[config.mk]
export PLATFORM = sky130hd
export DESIGN_NAME = mctmr_top
export DESIGN_NICKNAME = d
export VERILOG_FILES = /design/src/rtl/mctmr_pkg.sv /design/src/rtl/mctmr_channel.sv /design/src/rtl/mctmr_top.sv
export VERILOG_INCLUDE_DIRS = /design/src /design/src/rtl
export SDC_FILE = /design/constraint.sdc
export NUM_CORES = 1
export LEC_CHECK = 0
export BUFFER_PORTS_ARGS = -buffer_cell sky130_fd_sc_hd__clkbuf_2
export CORE_AREA = 4 4 199 201
export DETAILED_ROUTE_END_ITERATION = 8
export DIE_AREA = 0 0 203 205
export HOLD_SLACK_MARGIN = 0.03
export PLACE_DENSITY_LB_ADDON = 0.08
export SYNTH_ARGS = -nofsm -noshare
export SYNTH_HDL_FRONTEND = slang
export SYNTH_SLANG_ARGS = --single-unit
[constraint.sdc]
create_clock -name REF_CLK_IN -period 3.75 [get_ports REF_CLK_IN]
set_input_delay 0.375 -clock REF_CLK_IN [delete_from_list [all_inputs] [get_ports REF_CLK_IN]]
set_output_delay 0.375 -clock REF_CLK_IN [all_outputs]
set_load 0.03 [all_outputs]
[src/rtl/mctmr_params.svh]
// What this block does
// RULE1: Periodic count down, at zero flag and reload
// RULE2: New period applies only at next reload
// RULE3: Split halves: low half then high half
// RULE4: Software avoids period zero or one
// RULE5: Live count readable, zero to period
// RULE6: Start loads period; zero pulses trigger, flags
// RULE7: Full width mode uses all counter bits
// RULE8: Trigger count mode decrements per trigger
// RULE9: Capture mode stores inverse count on trigger
// RULE10: Per channel external or internal trigger
// RULE11: Trigger choice picks one of sixteen sources
// RULE12: Chained channel counts previous channel's timeouts
// RULE13: Reload on trigger when enabled; capture mode never reloads on a trigger
// RULE14: Stop on timeout when enabled
// RULE15: Start on trigger waits for a trigger
// RULE16: Debug setting halts or runs timers
// RULE17: Doze setting halts or runs timers
// RULE18: Soft reset clears all but module control
// RULE19: Software waits over four clocks after enable
// RULE20: Per channel flag and enable, mask access
// RULE21: Write one clears flag; irq on enabled flag
`ifndef MCTMR_PARAMS_SVH
`define MCTMR_PARAMS_SVH
`define MCTMR_CHANNELS 4
`define MCTMR_WIDTH 32
`define MCTMR_HALF 16
`define MCTMR_SEL_W 4
`define MCTMR_SOURCES 16
`define MCTMR_ALL_ONES 32'hFFFFFFFF
`define MCTMR_ZERO 32'h00000000
`define MCTMR_HALF_ZERO 16'h0000
`endif

[src/rtl/mctmr_pkg.sv]
package mctmr_pkg;
  typedef enum logic [1:0] {
    MCTMR_FULL_WIDTH_PERIODIC_MODE = 2'b00,
    MCTMR_SPLIT_HALF_PERIODIC_MODE = 2'b01,
    MCTMR_TRIGGER_COUNT_MODE = 2'b10,
    MCTMR_CAPTURE_MODE = 2'b11
  } mctmr_mode_t;
  typedef enum logic [1:0] {
    MCTMR_IDLE = 2'b00,
    MCTMR_WAIT = 2'b01,
    MCTMR_RUN = 2'b10,
    MCTMR_STOP = 2'b11
  } mctmr_state_t;
endpackage

[src/rtl/mctmr_channel.sv]
`include "mctmr_params.svh"
module mctmr_channel #(
  parameter int W = `MCTMR_WIDTH,
  parameter int H = `MCTMR_HALF
) (
  input wire logic clk_in,
  input wire logic arst_n_in,
  input wire logic soft_reset_in,
  input wire logic enable_in,
  input wire logic tick_in,
  input wire logic trig_in,
  input wire mctmr_pkg::mctmr_mode_t mode_in,
  input wire logic reload_on_trigger_in,
  input wire logic stop_on_timeout_in,
  input wire logic start_on_trigger_in,
  input wire logic [W-1:0] timer_reload_value_in,
  output logic [W-1:0] count_out,
  output logic [W-1:0] capture_out,
  output logic pre_trigger_out,
  output logic timeout_out
);
  import mctmr_pkg::*;
  mctmr_state_t state;
  mctmr_state_t next_state;
  logic [W-1:0] next_count;
  logic next_timeout;
  logic hit_zero;
  logic lo_zero;

  assign lo_zero = count_out[H-1:0] == `MCTMR_HALF_ZERO;
  assign hit_zero = count_out == `MCTMR_ZERO;

  always_comb begin
    next_state = state;
    next_count = count_out;
    next_timeout = 1'b0;
    if (!enable_in) begin
      next_state = MCTMR_IDLE;
    end else begin
      case (state)
        MCTMR_IDLE: begin
          // Trigger count mode always arms on first trigger
          if (start_on_trigger_in || mode_in == MCTMR_TRIGGER_COUNT_MODE) begin
            next_state = MCTMR_WAIT; // RULE15 RULE8
          end else begin
            next_state = MCTMR_RUN; // RULE6
            next_count = (mode_in == MCTMR_CAPTURE_MODE) ?
              `MCTMR_ALL_ONES : timer_reload_value_in; // RULE9
          end
        end
        MCTMR_WAIT: begin
          if (trig_in) begin
            next_state = MCTMR_RUN; // RULE15
            next_count = (mode_in == MCTMR_CAPTURE_MODE) ?
              `MCTMR_ALL_ONES : timer_reload_value_in;
          end
        end
        MCTMR_RUN: begin
          if (trig_in && reload_on_trigger_in &&
              mode_in != MCTMR_CAPTURE_MODE) begin
            next_count = timer_reload_value_in; // RULE13
          end else if (mode_in == MCTMR_TRIGGER_COUNT_MODE ? trig_in
                       : tick_in) begin // RULE8
            if (hit_zero) begin
              next_timeout = 1'b1; // RULE1 RULE6
              // Period reloads here, at start and on a reload trigger, so writes never restart
              next_count = (mode_in == MCTMR_CAPTURE_MODE) ?
                `MCTMR_ALL_ONES : timer_reload_value_in; // RULE2
              if (stop_on_timeout_in) begin
                next_state = MCTMR_STOP; // RULE14
                next_count = `MCTMR_ZERO;
              end
            end else if (mode_in == MCTMR_SPLIT_HALF_PERIODIC_MODE &&
                         !lo_zero) begin
              next_count[H-1:0] = count_out[H-1:0] - 1'b1; // RULE3
            end else if (mode_in == MCTMR_SPLIT_HALF_PERIODIC_MODE) begin
              next_count[W-1:H] = count_out[W-1:H] - 1'b1; // RULE3
            end else begin
              next_count = count_out - 1'b1; // RULE1 RULE7
            end
          end
        end
        MCTMR_STOP: begin
          // Held until enable drops, else a stop would restart at once
          next_state = MCTMR_STOP; // RULE14
        end
        default: next_state = MCTMR_IDLE;
      endcase
    end
  end

  always_ff @(posedge clk_in or negedge arst_n_in) begin
    if (!arst_n_in) begin
      state <= MCTMR_IDLE;
      count_out <= `MCTMR_ZERO;
      timeout_out <= 1'b0;
    end else if (soft_reset_in) begin
      state <= MCTMR_IDLE; // RULE18
      count_out <= `MCTMR_ZERO;
      timeout_out <= 1'b0;
    end else begin
      state <= next_state;
      count_out <= next_count; // RULE5
      timeout_out <= next_timeout;
    end
  end

  always_ff @(posedge clk_in or negedge arst_n_in) begin
    if (!arst_n_in) begin
      capture_out <= `MCTMR_ZERO;
    end else if (soft_reset_in) begin
      capture_out <= `MCTMR_ZERO;
    end else if (state == MCTMR_RUN && mode_in == MCTMR_CAPTURE_MODE &&
                 trig_in) begin
      capture_out <= ~count_out; // RULE9
    end
  end

  // Pre-trigger high from low half expiry until high half expiry
  always_ff @(posedge clk_in or negedge arst_n_in) begin
    if (!arst_n_in) begin
      pre_trigger_out <= 1'b0;
    end else if (soft_reset_in || state != MCTMR_RUN ||
                 mode_in != MCTMR_SPLIT_HALF_PERIODIC_MODE) begin
      pre_trigger_out <= 1'b0;
    end else if (next_timeout) begin
      pre_trigger_out <= 1'b0; // RULE3
    end else if (next_count[H-1:0] == `MCTMR_HALF_ZERO) begin
      pre_trigger_out <= 1'b1; // RULE3
    end
  end
endmodule

[src/rtl/mctmr_top.sv]
`include "mctmr_params.svh"
module mctmr_top #(
  parameter int CH = `MCTMR_CHANNELS,
  parameter int W = `MCTMR_WIDTH,
  parameter int SW = `MCTMR_SEL_W
) (
  input wire logic REF_CLK_IN,
  input wire logic ARST_N_IN,
  input wire logic SOFT_RESET_IN,
  input wire logic DEBUG_IN,
  input wire logic DOZE_IN,
  input wire logic RUN_IN_DEBUG_IN,
  input wire logic RUN_IN_DOZE_IN,
  input wire logic [CH-1:0] CHANNEL_ENABLE_IN,
  input wire logic [CH*2-1:0] MODE_IN,
  input wire logic [CH-1:0] CHAIN_TO_PREVIOUS_IN,
  input wire logic [CH-1:0] RELOAD_ON_TRIGGER_IN,
  input wire logic [CH-1:0] STOP_ON_TIMEOUT_IN,
  input wire logic [CH-1:0] START_ON_TRIGGER_IN,
  input wire logic [CH-1:0] TRIGGER_ORIGIN_IN,
  input wire logic [CH*SW-1:0] TRIGGER_CHOICE_IN,
  input wire logic [(1<<SW)-1:0] EXT_TRIGGER_IN,
  input wire logic [CH*W-1:0] TIMER_RELOAD_VALUE_IN,
  input wire logic IRQ_ENABLE_SET_IN,
  input wire logic IRQ_ENABLE_CLEAR_IN,
  input wire logic [CH-1:0] IRQ_ENABLE_MASK_IN,
  input wire logic FLAG_CLEAR_IN,
  input wire logic [CH-1:0] FLAG_CLEAR_MASK_IN,
  output logic [CH*W-1:0] COUNT_OUT,
  output logic [CH*W-1:0] CAPTURE_OUT,
  output logic [CH-1:0] PRE_TRIGGER_OUT,
  output logic [CH-1:0] TRIGGER_PULSE_OUT,
  output logic [CH-1:0] TIMEOUT_FLAG_OUT,
  output logic [CH-1:0] IRQ_ENABLE_OUT,
  output logic IRQ_OUT
);
  import mctmr_pkg::*;
  logic run;
  logic [CH-1:0] timeout;
  logic [(1<<SW)-1:0] internal_src;
  logic [CH-1:0] enable_q;

  // Pick one source bit by trigger choice index
  function automatic logic pick(input logic [(1<<SW)-1:0] src,
                                input logic [SW-1:0] sel);
    pick = src[sel];
  endfunction

  assign run = (!DEBUG_IN || RUN_IN_DEBUG_IN) &&
               (!DOZE_IN || RUN_IN_DOZE_IN); // RULE16 RULE17

  // Channels beyond CH read as no trigger
  always_comb begin
    internal_src = '0;
    internal_src[CH-1:0] = timeout;
  end

  // Enable registered once; software still waits per RULE19
  always_ff @(posedge REF_CLK_IN or negedge ARST_N_IN) begin
    if (!ARST_N_IN) begin
      enable_q <= '0;
    end else begin
      enable_q <= CHANNEL_ENABLE_IN;
    end
  end

  genvar i;
  generate
    for (i = 0; i < CH; i++) begin : g_ch
      logic trig;
      logic tick;
      logic [SW-1:0] sel;
      assign sel = TRIGGER_CHOICE_IN[i*SW +: SW];
      assign trig = run && (TRIGGER_ORIGIN_IN[i] ?
                    pick(internal_src, sel) :
                    pick(EXT_TRIGGER_IN, sel)); // RULE10 RULE11
      if (i == 0) begin : g_first
        assign tick = run;
      end else begin : g_rest
        assign tick = run && (CHAIN_TO_PREVIOUS_IN[i] ?
                      timeout[i-1] : 1'b1); // RULE12
      end
      mctmr_channel #(.W(W)) u_ch (
        .clk_in(REF_CLK_IN),
        .arst_n_in(ARST_N_IN),
        .soft_reset_in(SOFT_RESET_IN),
        .enable_in(enable_q[i]),
        .tick_in(tick),
        .trig_in(trig),
        .mode_in(mctmr_mode_t'(MODE_IN[i*2 +: 2])),
        .reload_on_trigger_in(RELOAD_ON_TRIGGER_IN[i]),
        .stop_on_timeout_in(STOP_ON_TIMEOUT_IN[i]),
        .start_on_trigger_in(START_ON_TRIGGER_IN[i]),
        .timer_reload_value_in(TIMER_RELOAD_VALUE_IN[i*W +: W]),
        .count_out(COUNT_OUT[i*W +: W]),
        .capture_out(CAPTURE_OUT[i*W +: W]),
        .pre_trigger_out(PRE_TRIGGER_OUT[i]),
        .timeout_out(timeout[i])
      );
    end
  endgenerate

  assign TRIGGER_PULSE_OUT = timeout; // RULE6

  // Set wins over a same-cycle clear
  always_ff @(posedge REF_CLK_IN or negedge ARST_N_IN) begin
    if (!ARST_N_IN) begin
      TIMEOUT_FLAG_OUT <= '0;
    end else if (SOFT_RESET_IN) begin
      TIMEOUT_FLAG_OUT <= '0; // RULE18
    end else begin
      TIMEOUT_FLAG_OUT <= (TIMEOUT_FLAG_OUT &
        ~(FLAG_CLEAR_IN ? FLAG_CLEAR_MASK_IN : '0)) | timeout; // RULE20 RULE21
    end
  end

  always_ff @(posedge REF_CLK_IN or negedge ARST_N_IN) begin
    if (!ARST_N_IN) begin
      IRQ_ENABLE_OUT <= '0;
    end else if (SOFT_RESET_IN) begin
      IRQ_ENABLE_OUT <= '0; // RULE18
    end else if (IRQ_ENABLE_SET_IN) begin
      IRQ_ENABLE_OUT <= IRQ_ENABLE_OUT | IRQ_ENABLE_MASK_IN; // RULE20
    end else if (IRQ_ENABLE_CLEAR_IN) begin
      IRQ_ENABLE_OUT <= IRQ_ENABLE_OUT & ~IRQ_ENABLE_MASK_IN; // RULE20
    end
  end

  assign IRQ_OUT = |(TIMEOUT_FLAG_OUT & IRQ_ENABLE_OUT); // RULE21
endmodule

==> results.py <==
metrics = {
    "drt": {
        "routed_via_density": 6.670,
        "firstDrtPassIters": 9,
        "vias": 25332,
        "wl_per_cell_um": 24.00,
        "finalWirelength_mm": 91.17,
        "drtIter0Drc": 2975,
        "drcViolationCount": 0,
        "antenna_left": 0,
    },
    "placement": {
        "gp_congestion": 1.033,
        "preCtsSetupSlack_ns": -0.005391,
        "dpl.cell_count": 3733,
        "dp_hpwl_mm": 67.16,
        "io_buffers": 481,
    },
    "synth": {
        "synth.distinct_cells": 97,
        "netlist_area_um2": 20990,
        "synth-seq-cells": 284,
        "ys_warn_count": 0,
        "ys.flop_type": "dfrtp_1",
        "postSynthAreaPerCell_um2": 7.631,
        "ys_seq_area_share_pct": 33.85,
        "synth_edf_count": 0,
        "synth_fp_nets": 2973,
        "postSynthCellCount": 2751,
        "ys_async_sr_fraction_pct": 100.0,
    },
    "timing": {
        "max-slew-margin-rel_pct": 13.83,
        "maxSlewViolCount": 0,
        "fin_ws_ns": 0.1239,
        "tightest_slew_ns": 1.284,
        "finalClockSkew_ns": 0.03036,
        "final_hold_viol_count": 0,
        "setup_viol": 0,
        "max_freq_mhz": 275.8,
        "period_share_pct": 96.70,
        "finalCriticalPeriod_ns": 3.626,
    },
    "die": {
        "row_count": 71,
        "die_w_um": 203,
        "core-area_um2": 37580,
        "dieArea_um2": 41620,
        "ioPinCount": 483,
        "die_h_um": 205,
        "start_util_pct": 55.87,
    },
    "critical_path": {
        "crit_family": "simple AND/OR/NAND/NOR gates",
        "crit_buf_inv": 1,
        "critPathLaunchType": "flip-flop",
        "arrival_ns": 4.12,
        "path_class": "reg2reg",
        "crit_slowest_cell": "or4_1",
        "worstPathRequired_ns": 4.24,
        "end_kind": "flip-flop",
        "path_cells": "or3_4 > or4_4 > nor3_4 > buf_4 > nor2_1 > o21ai_0 > nand3_1 > a221oi_1 > nand4_1 > or4_1 > a21oi_1",
        "slowest_delay_ns": 0.58,
        "crit_fanout": 12,
    },
    "global_routing": {
        "grt_pass1_vias": 24301,
        "track_usage_pct": 41.81,
        "grt_pass1_wl_mm": 139.4,
        "grt_max_degree": 99,
        "gr-total-overflow": 0,
        "grt_antenna_before_repair": 4,
    },
    "clocking": {
        "clk_path_buf_depth": 3,
        "cts.clk_slew.worst_paths_ns": 0.06,
        "cts_root_buf": "clkbuf_16",
        "cts_setup_buffers": 0,
        "clk_latency_ns": 0.60,
        "h-tree-depth": 1,
        "cts_made_buffers": 31,
        "clock-sinks": 284,
        "cts_tree": "done",
    },
    "pwr": {
        "vdd_drop_max_mv": 0.3445,
        "power.leakage_nw": 12.35,
        "p_per_area_nw_per_um2": 408.5,
    },
    "finish": {
        "fillers": 3183,
        "finalNonFillerCells": 3798,
        "drive_gt1_share_pct": 25.24,
        "nets": 3482,
        "syn_to_final_growth_pct": 23.71,
    },
    "run": {
        "maxCapViolCount": 0,
    },
    "run_status": {
        "status": "completed",
    },
    "min_path": {
        "min_path_type": "in2reg",
    },
}
==> Yosys cell counts, types with 39 or more instances <==
| cell type | n | share of area [%] |
|---|---|---|
| a21oi_1 | 243 | 5.8 |
| a22o_1 | 60 | 2.5 |
| clkbuf_1 | 178 | 3.2 |
| dfrtp_1 | 284 | 34 |
| inv_1 | 45 | 0.80 |
| nand2_1 | 181 | 3.2 |
| nand2b_1 | 39 | 1.2 |
| nand3_1 | 51 | 1.2 |
| nor2_1 | 495 | 8.9 |
| nor2b_1 | 43 | 1.3 |
| nor3_1 | 94 | 2.2 |
| o21ai_0 | 335 | 8.0 |
==> flip-flops by register name, indices dropped and copies added, names as in the netlist <==
register / flops
g_ch.u_ch.pre_trigger_out: 4
enable_q: 4
g_ch.u_ch.capture_out: 128
IRQ_ENABLE_OUT: 4
g_ch.u_ch.timeout_out: 4
g_ch.u_ch.state: 8
g_ch.u_ch.count_out: 128
TIMEOUT_FLAG_OUT: 4
==> per-stage QoR <==
stage / hold slack [ns] / power (mW) / setup TNS, ns / utilization, % / instance area (um2)
2_1_floorplan: 0.07941 / 5.715 / 0 / - / 20990
3_3_place_gp: 0.2563 / 7.013 / 0 / 65.83 / 24740
3_5_place_dp: 0.2568 / 7.084 / -0.005391 / 65.83 / 24740
4_1_cts: 0.05071 / 10.49 / 0 / 68.94 / 25910
5_1_grt: 0.07342 / 11.04 / -0.003385 / 69.10 / 25960
6_report: 0.07366 / 10.61 / 0 / 69.11 / 25970
==> per-layer routing <==
| layer | wire length [um] | global-route usage [%] |
|---|---|---|
| met1 | 33680 | 53.33 |
| met3 | 10480 | 9.245 |
| met2 | 41560 | 67.77 |
| met4 | 5412 | 20.22 |
| met5 | 39 | 0 |
==> placed cells by master, fill, tap and decap left out, drive strengths merged, types with 18 or more instances in the layout <==
cell	count
o21ai	343
a22oi	18
a22o	61
nand2	181
nor2	495
a221oi	29
nand2b	39
xnor2	36
nand3	51
nand4	28
clkbuf	518
a31oi	26
inv	47
nor2b	43
nor4	38
o31ai	20
or3	34
o211ai	36
buf	212
dfrtp	284
a211oi	35
xor2	27
a21oi	245
nor3	96
or4	21
==> worst min-delay path, stage by stage <==
cell	delay (ns)
clkbuf_2	0.09
a22oi_1	0.07
nor2_1	0.09
==> logic make-up after synthesis <==
family          share of synthesized area, %
flops                                  33.85
xor+xnor                               2.628
compound gates                         29.75
fa+ha+maj                             0.7152
simple gates                           25.29
buf+inv                                5.603
mux                                    2.164
==> timing repair <==
item | in CTS | in global routing
hold endpoints to repair | 51 | 0
setup endpoints to repair | 0 | 5
hold buffers | 5 | 0
gates resized for setup | 0 | 10
==> path summary, 6_finish.rpt <==
| path | startpoint | to | slack (ns) | cells past startpoint |
|---|---|---|---|---|
| max reg2reg | g_ch[2].u_ch.count_out[26] | g_ch[2].u_ch.pre_trigger_out | 0.12 | 11 |
| max in group asynchronous | ARST_N_IN | g_ch[3].u_ch.count_out[9] | 2.60 | 3 |
| max | g_ch[2].u_ch.count_out[26] | g_ch[2].u_ch.pre_trigger_out | 0.12 | 11 |
| min in group asynchronous | ARST_N_IN | g_ch[1].u_ch.capture_out[18] | 0.29 | 2 |
| min | IRQ_ENABLE_MASK_IN[2] | IRQ_ENABLE_OUT[2] | 0.07 | 3 |
| min reg2reg | g_ch[2].u_ch.capture_out[16] | g_ch[2].u_ch.capture_out[16] | 0.48 | 2 |
==> where the power goes <==
group | internal, mW | switching (mW)
clock network | 2.03 | 1.37
registers | 3.15 | 0.149
logic | 1.46 | 2.45
total | 6.64 | 3.97
==> area by class of cell <==
class	count	area, um2	area share (%)
diodes	3	7.507	0.02891
clock buffers	39	855.8	3.295
clock inverters	18	262.8	1.012
inverters	45	168.9	0.6504
multi-input cells	2202	12800	49.30
flip-flops and latches	284	7107	27.37
well taps	511	639.4	2.462
repair buffers	696	4125	15.88
Power figures use the tool's default switching activity.
